$ cat src/include/sca_pkg.sv
// Package for the shared counter array: register offsets, field positions, reset values.
// Assumes an 8-bit special-function register port with 8-bit addresses.
package sca_pkg;
    // Register offsets
    localparam logic [7:0] SCA_ADDR_FLAGS  = 8'hd8;
    localparam logic [7:0] SCA_ADDR_AMODE  = 8'hd9;
    localparam logic [7:0] SCA_ADDR_MODE0  = 8'hda;
    localparam logic [7:0] SCA_ADDR_MODE1  = 8'hdb;
    localparam logic [7:0] SCA_ADDR_CNTL   = 8'he9;
    localparam logic [7:0] SCA_ADDR_CMP0L  = 8'hea;
    localparam logic [7:0] SCA_ADDR_CMP1L  = 8'heb;
    localparam logic [7:0] SCA_ADDR_EXT0   = 8'hf2;
    localparam logic [7:0] SCA_ADDR_EXT1   = 8'hf3;
    localparam logic [7:0] SCA_ADDR_CNTH   = 8'hf9;
    localparam logic [7:0] SCA_ADDR_CMP0H  = 8'hfa;
    localparam logic [7:0] SCA_ADDR_CMP1H  = 8'hfb;
    // Field positions in array_control_flags
    localparam int SCA_FLAGS_OVF  = 7;
    localparam int SCA_FLAGS_RUN  = 6;
    localparam int SCA_FLAGS_EV1  = 1;
    localparam int SCA_FLAGS_EV0  = 0;
    // Field position in array_mode_register
    localparam int SCA_AMODE_OIE  = 0;
    // Field positions in a module mode register
    localparam int SCA_MODE_CMP   = 6;
    localparam int SCA_MODE_RISE  = 5;
    localparam int SCA_MODE_FALL  = 4;
    localparam int SCA_MODE_MAT   = 3;
    localparam int SCA_MODE_TOG   = 2;
    localparam int SCA_MODE_PWM   = 1;
    localparam int SCA_MODE_IE    = 0;
    // Field positions in a pwm extension register
    localparam int SCA_EXT_RELOAD = 1;
    localparam int SCA_EXT_ACTIVE = 0;
    // Reset values
    localparam logic [7:0] SCA_RST_BYTE = 8'h00;
    localparam logic [6:0] SCA_RST_MODE = 7'h00;
    localparam logic [1:0] SCA_RST_EXT  = 2'h0;
    // Default count tick divider (system clock / 12)
    localparam int SCA_TICK_DIV = 12;
endpackage

$ cat src/sca_module.sv
// One capture/compare/PWM module of the shared counter array.
// Assumes the pin input is synchronous to clock and the counter value is stable per cycle.
`timescale 1ns/1ps
`default_nettype none
module sca_module
    import sca_pkg::*;
(
    input  wire logic        clock,       // System clock
    input  wire logic        rst_n,       // Synchronous reset, active low
    input  wire logic [6:0]  mode,        // Module mode bits
    input  wire logic [15:0] count,       // Shared counter value
    input  wire logic        tick,        // Counter advances this cycle
    input  wire logic        pin_in,      // Module pin level
    input  wire logic [15:0] cmp_val,     // Compare register pair
    input  wire logic        ext_active,  // Active extension bit
    input  wire logic        ext_reload,  // Reload extension bit
    output logic             capture,     // Load count into the pair
    output logic             event_set,   // Set the event flag
    output logic             reload,      // Reload active PWM value
    output logic             pin_out,     // Pin output level
    output logic             pin_oe       // Pin output enable
);
    logic pin_q;
    logic out_q;
    logic out_d;
    wire comp_en = mode[SCA_MODE_CMP];
    wire rise_en = mode[SCA_MODE_RISE];
    wire fall_en = mode[SCA_MODE_FALL];
    wire mat_en  = mode[SCA_MODE_MAT];
    wire tog_en  = mode[SCA_MODE_TOG];
    wire pwm_en  = mode[SCA_MODE_PWM];
    wire ie_en   = mode[SCA_MODE_IE];

    // Match only counts once per counter value, so sample it on the tick
    wire match   = comp_en && tick && (count == cmp_val);
    wire pin_r   = pin_in && !pin_q;
    wire pin_f   = !pin_in && pin_q;
    wire cap_mode = !mat_en && !tog_en && !pwm_en && (rise_en || fall_en);
    wire edge_hit = (rise_en && pin_r) || (fall_en && pin_f);
    wire pwm_mode = comp_en && pwm_en;
    // Low phase while the low byte is below the nine-bit active value
    wire pwm_low  = {1'b0, count[7:0]} < {ext_active, cmp_val[7:0]};
    wire out_r    = out_d && !out_q;
    wire out_f    = !out_d && out_q;

    // Output level: PWM compare or toggle on match
    always_comb begin
        out_d = out_q;
        if (pwm_mode) begin
            out_d = !pwm_low;
        end else if (tog_en && match) begin
            out_d = !out_q;
        end
    end

    assign capture   = cap_mode && edge_hit;
    // PWM edge events only reach the flag when the module interrupt is chosen
    assign event_set = capture || (!pwm_mode && mat_en && match)
                       || (pwm_mode && ie_en && ((rise_en && out_r) || (fall_en && out_f)));
    assign reload    = pwm_mode && tick && (count[7:0] == 8'hff);

    // Pin history and output latch
    always_ff @(posedge clock) begin
        if (!rst_n) begin
            pin_q <= 1'b1;  // Pin idles high on its pull-up, so no false edge
            out_q <= 1'b1;
        end else begin
            pin_q <= pin_in;
            out_q <= out_d;
        end
    end

    // The pin drives only in output modes so capture sees the outside world
    always_ff @(posedge clock) begin
        if (!rst_n) begin
            pin_out <= 1'b1;
            pin_oe  <= 1'b0;
        end else begin
            pin_out <= out_d;
            pin_oe  <= pwm_mode || (comp_en && tog_en);
        end
    end
    wire unused_reload = ext_reload;
endmodule
`default_nettype wire

$ cat src/sca_top.sv
// Shared counter array: 16-bit counter, two capture/compare/PWM modules, register port.
// Assumes a CPU core driving a one-cycle register write strobe and combinational-address reads.
`timescale 1ns/1ps
`default_nettype none
module sca_top
    import sca_pkg::*;
#(
    parameter int TICK_DIV = SCA_TICK_DIV  // System clocks per count tick
)(
    input  wire logic       clock,         // System clock, 50 MHz
    input  wire logic       rst_n,         // Synchronous reset, active low
    input  wire logic [7:0] reg_addr,      // Register address
    input  wire logic [7:0] reg_wdata,     // Register write data
    input  wire logic       reg_wr,        // Register write strobe
    input  wire logic       reg_rd,        // Register read strobe
    output logic      [7:0] reg_rdata,     // Registered read data
    output logic            irq,           // Interrupt request
    input  wire logic       module0_io_pin_in,  // Module 0 pin level
    output logic            module0_io_pin_out, // Module 0 pin drive
    output logic            module0_io_pin_oe,  // Module 0 pin enable
    input  wire logic       module1_io_pin_in,  // Module 1 pin level
    output logic            module1_io_pin_out, // Module 1 pin drive
    output logic            module1_io_pin_oe   // Module 1 pin enable
);
    localparam logic [7:0] TICK_LAST = 8'(TICK_DIV - 1);

    logic       ovf_q, run_q, oie_q;
    logic [1:0] ev_q;
    logic [6:0] mode_q [2];
    logic [7:0] cmpl_q [2];
    logic [7:0] cmph_q [2];
    logic [1:0] ext_q  [2];
    logic [15:0] cnt_q;
    logic [7:0]  div_q;
    logic [1:0] cap_w, ev_w, rl_w, po_w, pe_w;

    // Write decode per register; strobe and address come in as arguments so that
    // a continuous assignment calling this is re-evaluated whenever they change
    function automatic logic wr_hit(input logic wr, input logic [7:0] addr, input logic [7:0] a);
        return wr && (addr == a);
    endfunction

    wire tick       = run_q && (div_q == TICK_LAST);
    wire cnt_wrap   = tick && (cnt_q == 16'hffff);
    wire wr_flags   = wr_hit(reg_wr, reg_addr, SCA_ADDR_FLAGS);
    wire wr_cntl    = wr_hit(reg_wr, reg_addr, SCA_ADDR_CNTL);
    wire wr_cnth    = wr_hit(reg_wr, reg_addr, SCA_ADDR_CNTH);
    wire [7:0] flags_rd = {ovf_q, run_q, 4'h0, ev_q};

    // Count tick divider; the counter source selection is not built in
    always_ff @(posedge clock) begin
        if (!rst_n || !run_q || div_q == TICK_LAST) begin
            div_q <= 8'h00;
        end else begin
            div_q <= div_q + 8'h01;
        end
    end

    // Counter; a software byte write wins over the tick
    always_ff @(posedge clock) begin
        if (!rst_n) begin
            cnt_q <= {SCA_RST_BYTE, SCA_RST_BYTE};
        end else if (wr_cntl) begin
            cnt_q[7:0] <= reg_wdata;
        end else if (wr_cnth) begin
            cnt_q[15:8] <= reg_wdata;
        end else if (tick) begin
            cnt_q <= cnt_q + 16'h0001;
        end
    end

    // Control flags; hardware set wins over a software clear
    always_ff @(posedge clock) begin
        if (!rst_n) begin
            ovf_q <= 1'b0;
            run_q <= 1'b0;
            ev_q  <= 2'b00;
            oie_q <= 1'b0;
        end else begin
            if (wr_flags) begin
                run_q <= reg_wdata[SCA_FLAGS_RUN];
            end
            if (wr_hit(reg_wr, reg_addr, SCA_ADDR_AMODE)) begin
                oie_q <= reg_wdata[SCA_AMODE_OIE];
            end
            ovf_q <= cnt_wrap || (wr_flags ? reg_wdata[SCA_FLAGS_OVF] : ovf_q);
            ev_q[1] <= ev_w[1] || (wr_flags ? reg_wdata[SCA_FLAGS_EV1] : ev_q[1]);
            ev_q[0] <= ev_w[0] || (wr_flags ? reg_wdata[SCA_FLAGS_EV0] : ev_q[0]);
        end
    end

    // Per-module registers and instances
    for (genvar m = 0; m < 2; m++) begin : g_mod
        wire [7:0] a_mode = m ? SCA_ADDR_MODE1 : SCA_ADDR_MODE0;
        wire [7:0] a_cl   = m ? SCA_ADDR_CMP1L : SCA_ADDR_CMP0L;
        wire [7:0] a_ch   = m ? SCA_ADDR_CMP1H : SCA_ADDR_CMP0H;
        wire [7:0] a_ext  = m ? SCA_ADDR_EXT1  : SCA_ADDR_EXT0;
        wire       pin_i  = m ? module1_io_pin_in : module0_io_pin_in;

        // Capture overrides a same-cycle software write to the pair
        always_ff @(posedge clock) begin
            if (!rst_n) begin
                mode_q[m] <= SCA_RST_MODE;
                cmpl_q[m] <= SCA_RST_BYTE;
                cmph_q[m] <= SCA_RST_BYTE;
                ext_q[m]  <= SCA_RST_EXT;
            end else begin
                if (wr_hit(reg_wr, reg_addr, a_mode)) begin
                    mode_q[m] <= reg_wdata[6:0];
                end
                if (cap_w[m]) begin
                    {cmph_q[m], cmpl_q[m]} <= cnt_q;
                end else if (rl_w[m]) begin
                    cmpl_q[m] <= cmph_q[m];
                    ext_q[m][SCA_EXT_ACTIVE] <= ext_q[m][SCA_EXT_RELOAD];
                end else begin
                    if (wr_hit(reg_wr, reg_addr, a_cl)) begin
                        cmpl_q[m] <= reg_wdata;
                    end
                    if (wr_hit(reg_wr, reg_addr, a_ch)) begin
                        cmph_q[m] <= reg_wdata;
                    end
                    if (wr_hit(reg_wr, reg_addr, a_ext)) begin
                        ext_q[m] <= reg_wdata[1:0];
                    end
                end
            end
        end

        sca_module u_mod (
            .clock      (clock),
            .rst_n      (rst_n),
            .mode       (mode_q[m]),
            .count      (cnt_q),
            .tick       (tick),
            .pin_in     (pin_i),
            .cmp_val    ({cmph_q[m], cmpl_q[m]}),
            .ext_active (ext_q[m][SCA_EXT_ACTIVE]),
            .ext_reload (ext_q[m][SCA_EXT_RELOAD]),
            .capture    (cap_w[m]),
            .event_set  (ev_w[m]),
            .reload     (rl_w[m]),
            .pin_out    (po_w[m]),
            .pin_oe     (pe_w[m])
        );
    end

    // Read selection; reserved bits read as zero
    logic [7:0] rd_mux;
    always_comb begin
        rd_mux = 8'h00;
        if (reg_addr == SCA_ADDR_FLAGS) begin
            rd_mux = flags_rd;
        end else if (reg_addr == SCA_ADDR_AMODE) begin
            rd_mux = {7'h00, oie_q};
        end else if (reg_addr == SCA_ADDR_MODE0) begin
            rd_mux = {1'b0, mode_q[0]};
        end else if (reg_addr == SCA_ADDR_MODE1) begin
            rd_mux = {1'b0, mode_q[1]};
        end else if (reg_addr == SCA_ADDR_CNTL) begin
            rd_mux = cnt_q[7:0];
        end else if (reg_addr == SCA_ADDR_CNTH) begin
            rd_mux = cnt_q[15:8];
        end else if (reg_addr == SCA_ADDR_CMP0L) begin
            rd_mux = cmpl_q[0];
        end else if (reg_addr == SCA_ADDR_CMP1L) begin
            rd_mux = cmpl_q[1];
        end else if (reg_addr == SCA_ADDR_CMP0H) begin
            rd_mux = cmph_q[0];
        end else if (reg_addr == SCA_ADDR_CMP1H) begin
            rd_mux = cmph_q[1];
        end else if (reg_addr == SCA_ADDR_EXT0) begin
            rd_mux = {6'h00, ext_q[0]};
        end else if (reg_addr == SCA_ADDR_EXT1) begin
            rd_mux = {6'h00, ext_q[1]};
        end
    end

    // Interrupt request from enabled flags
    wire irq_d = (ovf_q && oie_q)
                 || (ev_q[0] && mode_q[0][SCA_MODE_IE])
                 || (ev_q[1] && mode_q[1][SCA_MODE_IE]);

    // Registered outputs, one cycle behind the internal state
    always_ff @(posedge clock) begin
        if (!rst_n) begin
            reg_rdata          <= 8'h00;
            irq                <= 1'b0;
            module0_io_pin_out <= 1'b1;
            module0_io_pin_oe  <= 1'b0;
            module1_io_pin_out <= 1'b1;
            module1_io_pin_oe  <= 1'b0;
        end else begin
            reg_rdata          <= reg_rd ? rd_mux : reg_rdata;
            irq                <= irq_d;
            module0_io_pin_out <= po_w[0];
            module0_io_pin_oe  <= pe_w[0];
            module1_io_pin_out <= po_w[1];
            module1_io_pin_oe  <= pe_w[1];
        end
    end

    // Checks
    property p_ovf_set;
        @(posedge clock) disable iff (!rst_n) cnt_wrap |=> ovf_q;
    endproperty
    a_ovf_set: assert property (p_ovf_set) else $error("wrap did not set overflow");

    property p_ovf_hold;
        @(posedge clock) disable iff (!rst_n) (ovf_q && !wr_flags) |=> ovf_q;
    endproperty
    a_ovf_hold: assert property (p_ovf_hold) else $error("overflow cleared by hardware");

    property p_stop;
        @(posedge clock) disable iff (!rst_n)
            (!run_q && !wr_cntl && !wr_cnth) |=> cnt_q == $past(cnt_q);
    endproperty
    a_stop: assert property (p_stop) else $error("counter moved while stopped");

    property p_ev1;
        @(posedge clock) disable iff (!rst_n) ev_w[1] |=> ev_q[1];
    endproperty
    a_ev1: assert property (p_ev1) else $error("module 1 flag not set");

    property p_ev0;
        @(posedge clock) disable iff (!rst_n) ev_w[0] |=> ev_q[0];
    endproperty
    a_ev0: assert property (p_ev0) else $error("module 0 flag not set");

    property p_cap;
        @(posedge clock) disable iff (!rst_n)
            cap_w[0] |=> {cmph_q[0], cmpl_q[0]} == $past(cnt_q);
    endproperty
    a_cap: assert property (p_cap) else $error("capture value wrong");

    property p_irq_ovf;
        @(posedge clock) disable iff (!rst_n) (ovf_q && oie_q) |=> irq;
    endproperty
    a_irq_ovf: assert property (p_irq_ovf) else $error("overflow interrupt missing");

    property p_irq_none;
        @(posedge clock) disable iff (!rst_n)
            (!oie_q && !mode_q[0][SCA_MODE_IE] && !mode_q[1][SCA_MODE_IE]) |=> !irq;
    endproperty
    a_irq_none: assert property (p_irq_none) else $error("interrupt without enable");

    property p_count;
        @(posedge clock) disable iff (!rst_n)
            (tick && !wr_cntl && !wr_cnth) |=> cnt_q == $past(cnt_q) + 16'h0001;
    endproperty
    a_count: assert property (p_count) else $error("counter did not step");

    property p_reload;
        @(posedge clock) disable iff (!rst_n) rl_w[0] && !cap_w[0] |=> cmpl_q[0] == $past(cmph_q[0]);
    endproperty
    a_reload: assert property (p_reload) else $error("pwm reload wrong");

    // The extension bit travels with the low byte at the same wrap
    property p_reload_ext;
        @(posedge clock) disable iff (!rst_n)
            (rl_w[0] && !cap_w[0])
            |=> ext_q[0][SCA_EXT_ACTIVE] == $past(ext_q[0][SCA_EXT_RELOAD]);
    endproperty
    a_reload_ext: assert property (p_reload_ext) else $error("ext reload wrong");

    // Module 1 capture lands the counter value just as module 0 does
    property p_cap1;
        @(posedge clock) disable iff (!rst_n)
            cap_w[1] |=> {cmph_q[1], cmpl_q[1]} == $past(cnt_q);
    endproperty
    a_cap1: assert property (p_cap1) else $error("module 1 capture wrong");

    // An enabled event flag reaches the request line one cycle later
    property p_irq_ev0;
        @(posedge clock) disable iff (!rst_n) (ev_q[0] && mode_q[0][SCA_MODE_IE]) |=> irq;
    endproperty
    a_irq_ev0: assert property (p_irq_ev0) else $error("module 0 interrupt missing");

    property p_irq_ev1;
        @(posedge clock) disable iff (!rst_n) (ev_q[1] && mode_q[1][SCA_MODE_IE]) |=> irq;
    endproperty
    a_irq_ev1: assert property (p_irq_ev1) else $error("module 1 interrupt missing");

    // Run bit follows software writes and nothing else
    property p_run;
        @(posedge clock) disable iff (!rst_n)
            wr_flags |=> run_q == $past(reg_wdata[SCA_FLAGS_RUN]);
    endproperty
    a_run: assert property (p_run) else $error("run bit not written");

    // Software may raise the overflow flag as well
    property p_ovf_sw;
        @(posedge clock) disable iff (!rst_n)
            (wr_flags && reg_wdata[SCA_FLAGS_OVF]) |=> ovf_q;
    endproperty
    a_ovf_sw: assert property (p_ovf_sw) else $error("overflow set lost");

    // Hardware never clears an event flag; only a flag write may
    property p_ev0_hold;
        @(posedge clock) disable iff (!rst_n) (ev_q[0] && !wr_flags) |=> ev_q[0];
    endproperty
    a_ev0_hold: assert property (p_ev0_hold) else $error("module 0 flag lost");

    // A module with every mode bit clear raises no event
    property p_idle0;
        @(posedge clock) disable iff (!rst_n) (mode_q[0] == SCA_RST_MODE) |-> !ev_w[0];
    endproperty
    a_idle0: assert property (p_idle0) else $error("idle module raised an event");

    // PWM mode claims the pin two registers after the mode bits
    property p_pwm_oe0;
        @(posedge clock) disable iff (!rst_n)
            (mode_q[0][SCA_MODE_CMP] && mode_q[0][SCA_MODE_PWM]) |=> ##1 module0_io_pin_oe;
    endproperty
    a_pwm_oe0: assert property (p_pwm_oe0) else $error("pwm pin not driven");

    c_wrap:    cover property (@(posedge clock) cnt_wrap);
    c_capture: cover property (@(posedge clock) cap_w[1]);
    c_reload:  cover property (@(posedge clock) rl_w[0]);
    c_irq:     cover property (@(posedge clock) irq);
    c_pwm_ev:  cover property (@(posedge clock) ev_w[0] && mode_q[0][SCA_MODE_PWM]);
endmodule
`default_nettype wire

$ cat config.mk
export PLATFORM = sky130hd
export DESIGN_NAME = sca_top
export DESIGN_NICKNAME = d
export VERILOG_FILES = /design/src/include/sca_pkg.sv /design/src/sca_module.sv /design/src/sca_top.sv
export SDC_FILE = /design/constraint.sdc
export NUM_CORES = 1
export LEC_CHECK = 0
export BUFFER_PORTS_ARGS = -buffer_cell sky130_fd_sc_hd__buf_4
export CAP_MARGIN = 20
export CELL_PAD_IN_SITES_DETAIL_PLACEMENT = 1
export CELL_PAD_IN_SITES_GLOBAL_PLACEMENT = 1
export CORE_MARGIN = 2
export CORE_UTILIZATION = 42
export CTS_CLUSTER_SIZE = 10
export DETAILED_ROUTE_END_ITERATION = 8
export PLACE_DENSITY_LB_ADDON = 0.1
export SLEW_MARGIN = 20
export SYNTH_ARGS = -nofsm -noshare
export SYNTH_HDL_FRONTEND = slang
export SYNTH_SLANG_ARGS = --single-unit
$ cat constraint.sdc
create_clock -name clock -period 2.4 [get_ports clock]
set_input_delay 0.6 -clock clock [delete_from_list [all_inputs] [get_ports clock]]
set_output_delay 0.6 -clock clock [all_outputs]
set_load 0.01 [all_outputs]
==> impl_table.tex <==
\begin{tabular}{lr}
\hline
Metric & Value \\
\hline
\multicolumn{2}{l}{\textbf{Run status}} \\
Outcome & finished, final reports clean \\
\multicolumn{2}{l}{\textbf{Finish}} \\
Non-Filler Cell Area, Final & 0.007423 mm2 \\
Ratio of cells with drive above 1 in the final layout & 0.1852 \\
Fill cell instance count of the final layout & 1746 \\
Diode insertion count for antenna repair & 0 \\
Total Nets Final & 861 \\
Area growth from synthesis to final layout & 18.83\% \\
\multicolumn{2}{l}{\textbf{CTS}} \\
Post-CTS Setup Inserts & 0 \\
CTS root buffer & clkbuf\_16 \\
\# hold bufs at CTS & 0 \\
Cts repair resizes & 0 \\
Latest clock arrival within the worst-skew pair & 0.36 ns \\
CTS tree & done \\
Longest Clk Path Bufs & 2 \\
CTS Buf Count & 9 \\
TritonCTS Sinks & 98 \\
Maximum level of the CTS H-tree & 3 \\
Clock-pin slew on the worst setup and hold paths & 0.07 ns \\
\multicolumn{2}{l}{\textbf{STA}} \\
Upper clock frequency limit & 437.0 MHz \\
Final worst path period share & 0.9534 \\
Pin slew with the least headroom to its limit & 0.6296 ns \\
Final hold violation count & 0 \\
Worst rel slew slack & 0.5775 \\
Setup violators final & 0 \\
Setup repair after global routing missed its margin & no \\
Total negative setup slack & 0 ns \\
Final worst path period need & 2.288 ns \\
Final-report max-slew violation count & 0 \\
Largest clock skew in the final design & 0.01095 ns \\
\multicolumn{2}{l}{\textbf{Global route}} \\
Pin count of the biggest net entering global routing & 20 \\
Number of global-route vias before repair & 6448 \\
Number of antenna violations at the first check in global routing & 1 \\
Met1 Resource Use GR & 0.4489 \\
Wire length of the first global-routing pass & 39990 um \\
Met2 track demand over resource & 0.5234 \\
Gr ovfl total & 0 \\
Global routing usage on met3 & 0.07477 \\
GRT Overall Usage & 0.3353 \\
Most Used Layer, Global Route & met2 \\
\multicolumn{2}{l}{\textbf{Yosys}} \\
Top-count cell post-synth & dfxtp\_1 \\
Post-synthesis cell area & 0.006247 mm2 \\
Area leader, netlist & dfxtp\_1 \\
Number of distinct library cell variants in the gate-level netlist after synthesis & 71 \\
Top FF cell, synth & dfxtp\_1 \\
Total nets after synthesis & 788 \\
Cells after synthesis & 748 \\
Share of synthesized area occupied by flip-flops and latches & 0.3429 \\
Ranking of synthesized cells by area & dfxtp\_1 (26\%), edfxtp\_1 (8.7\%), mux2i\_1 (4.5\%) \\
Warnings, synthesis & 0 \\
Area share of the leading cell type in the synthesized netlist & 0.2564 \\
Post-synthesis area per instance & 8.352 um2 \\
Most frequent cells after synthesis & dfxtp\_1 (80), nand2\_1 (70), nor2\_1 (62) \\
Fraction of registers with async set or reset after synthesis & 0 \\
Total of flip-flops plus latches after synthesis & 98 \\
Number of synthesized flops with an enable pin & 18 \\
\multicolumn{2}{l}{\textbf{Drt}} \\
Vias after detailed routing & 6420 \\
Violation count after the first detailed-routing iteration & 585 \\
Detail-routed via count per cell & 6.356 \\
Remaining antenna violation count after routing & 0 \\
Routed wirelength normalized by instance count & 26.11 um \\
Remaining design rule violation count & 0 \\
Total length of routed wires & 26370 um \\
Pre-Repair DR Iteration Count & 5 \\
\multicolumn{2}{l}{\textbf{Floorplan}} \\
Width of the chip & 126.0 um \\
Core ar. & 0.01453 mm2 \\
Vertical die dimension & 126.0 um \\
Initial cell density of the core & 0.4298 \\
Overall die area & 0.01587 mm2 \\
Standard-cell rows & 44 \\
Number of placed I/O pins & 35 \\
\multicolumn{2}{l}{\textbf{Worst setup path}} \\
CP endpoint kind & register \\
Critical path launch point type & register \\
Maximum fanout count along the critical path & 3 \\
Data arrival time of the critical path & 2.59 ns \\
Critical path start-end classification & reg -> reg \\
Required time of the worst setup path & 2.71 ns \\
\multicolumn{2}{l}{\textbf{Place}} \\
Routability congestion estimate & 0.9505 \\
IO buf count & 34 \\
Placement Cell Area & 0.007127 mm2 \\
Final HPWL from detailed placement & 20350 um \\
\multicolumn{2}{l}{\textbf{Power}} \\
Static Leakage & 0.002942 uW \\
Power density normalized to cell area & 493.4 mW/mm2 \\
Max VDD drop & 0.0003431 V \\
\multicolumn{2}{l}{\textbf{Min path}} \\
Path category of the worst min-delay check & reg -> reg \\
\multicolumn{2}{l}{\textbf{Flow run}} \\
\# Max-Cap Violations & 0 \\
\hline
\end{tabular}
==> cells in the final DEF, fill, tap and decap left out, types with 7 or more instances in the layout <==
cell,count
ha_1,18
nor4_1,10
buf_4,114
or2_2,7
nor3_1,9
o22ai_1,7
nor2_1,61
a311oi_1,10
o211a_1,7
nand4_1,22
dfxtp_1,80
o21ai_0,25
inv_1,28
mux2i_1,28
and3_1,20
nand3b_1,7
o21a_1,9
and2_1,23
a21o_1,9
a22oi_1,12
a21oi_1,31
nand2_1,70
edfxtp_1,18
nand3_1,32
xnor2_1,13
xor2_1,16
a211oi_1,15
clkbuf_16,9
nor2b_1,7
==> final cells by class <==
class | instances | area (um2) | share of cell area
multi-input combinational | 569 | 3777 | 0.5088
sequential | 98 | 2142 | 0.2886
timing repair buffer | 115 | 875.8 | 0.1180
tap | 184 | 230.2 | 0.03101
clock buffer | 10 | 229.0 | 0.03084
inverter | 28 | 105.1 | 0.01416
clock inverter | 6 | 63.81 | 0.008596
==> final timing paths <==
check / start / cells past startpoint / endpoint / slack (ns)
worst max-delay path: cmpl_q[5] / 7 / ev_q[1] / 0.11
worst min-delay path: g_mod[1].u_mod.pin_oe / 1 / module1_io_pin_oe / 0.45
worst max register to register: cmpl_q[5] / 7 / ev_q[1] / 0.11
worst min register to register: g_mod[1].u_mod.pin_oe / 1 / module1_io_pin_oe / 0.45
==> report_power, final <==
group	leakage [uW]	internal, uW	switching (uW)
Combinational	0.00197	146	244
Clock	0.000144	814	700
Sequential	0.000824	1710	47.9
Total	0.00294	2670	991
==> through the flow <==
stage	hold slack [ns]	util	worst slack, ns	power [uW]	cells
6_report	0.4492	0.5108	0.1118	3663	1010
3_5_place_dp	0.4353	0.4904	0.05328	2175	994
4_1_cts	0.4458	0.5105	0.03331	3672	1010
2_1_floorplan	0.4119	-	0.07924	1978	748
3_3_place_gp	0.4140	0.4904	0.1224	2165	994
5_1_grt	0.4567	0.5108	0.02868	3760	1010
==> sequential cells by signal, summed over array words and instances (netlist names), 2 cells and up <==
| register | count |
|---|---|
| div_q | 8 |
| g_mod.u_mod.out_q | 2 |
| cnt_q | 16 |
| cmpl_q | 16 |
| reg_rdata | 8 |
| g_mod.u_mod.pin_oe | 2 |
| ev_q | 2 |
| mode_q | 14 |
| cmph_q | 16 |
| ext_q | 4 |
| g_mod.u_mod.pin_q | 2 |
==> worst max-delay path, cell delays in order (launching register included) <==
cell	delay, ns
dfxtp_1	0.38
inv_1	0.06
ha_1	0.32
nand4_1	0.11
or4_4	0.54
or4_1	0.55
nand3_1	0.13
a221o_1	0.14
==> layer usage <==
layer | vias up | share of wire
met5 | - | 0.00046
li1 | 2914 | -
met4 | 2 | 0.039
met1 | 3218 | 0.44
met3 | 65 | 0.070
met2 | 221 | 0.45
==> cell families after synthesis <==
group	Yosys count	synth area share
compound gates	188	0.2175
xor+xnor	29	0.04066
fa+ha+maj	18	0.03605
buf+inv	81	0.05307
flops	98	0.3429
mux	32	0.05207
simple gates	302	0.2578
Power figures use the tool's default switching activity.
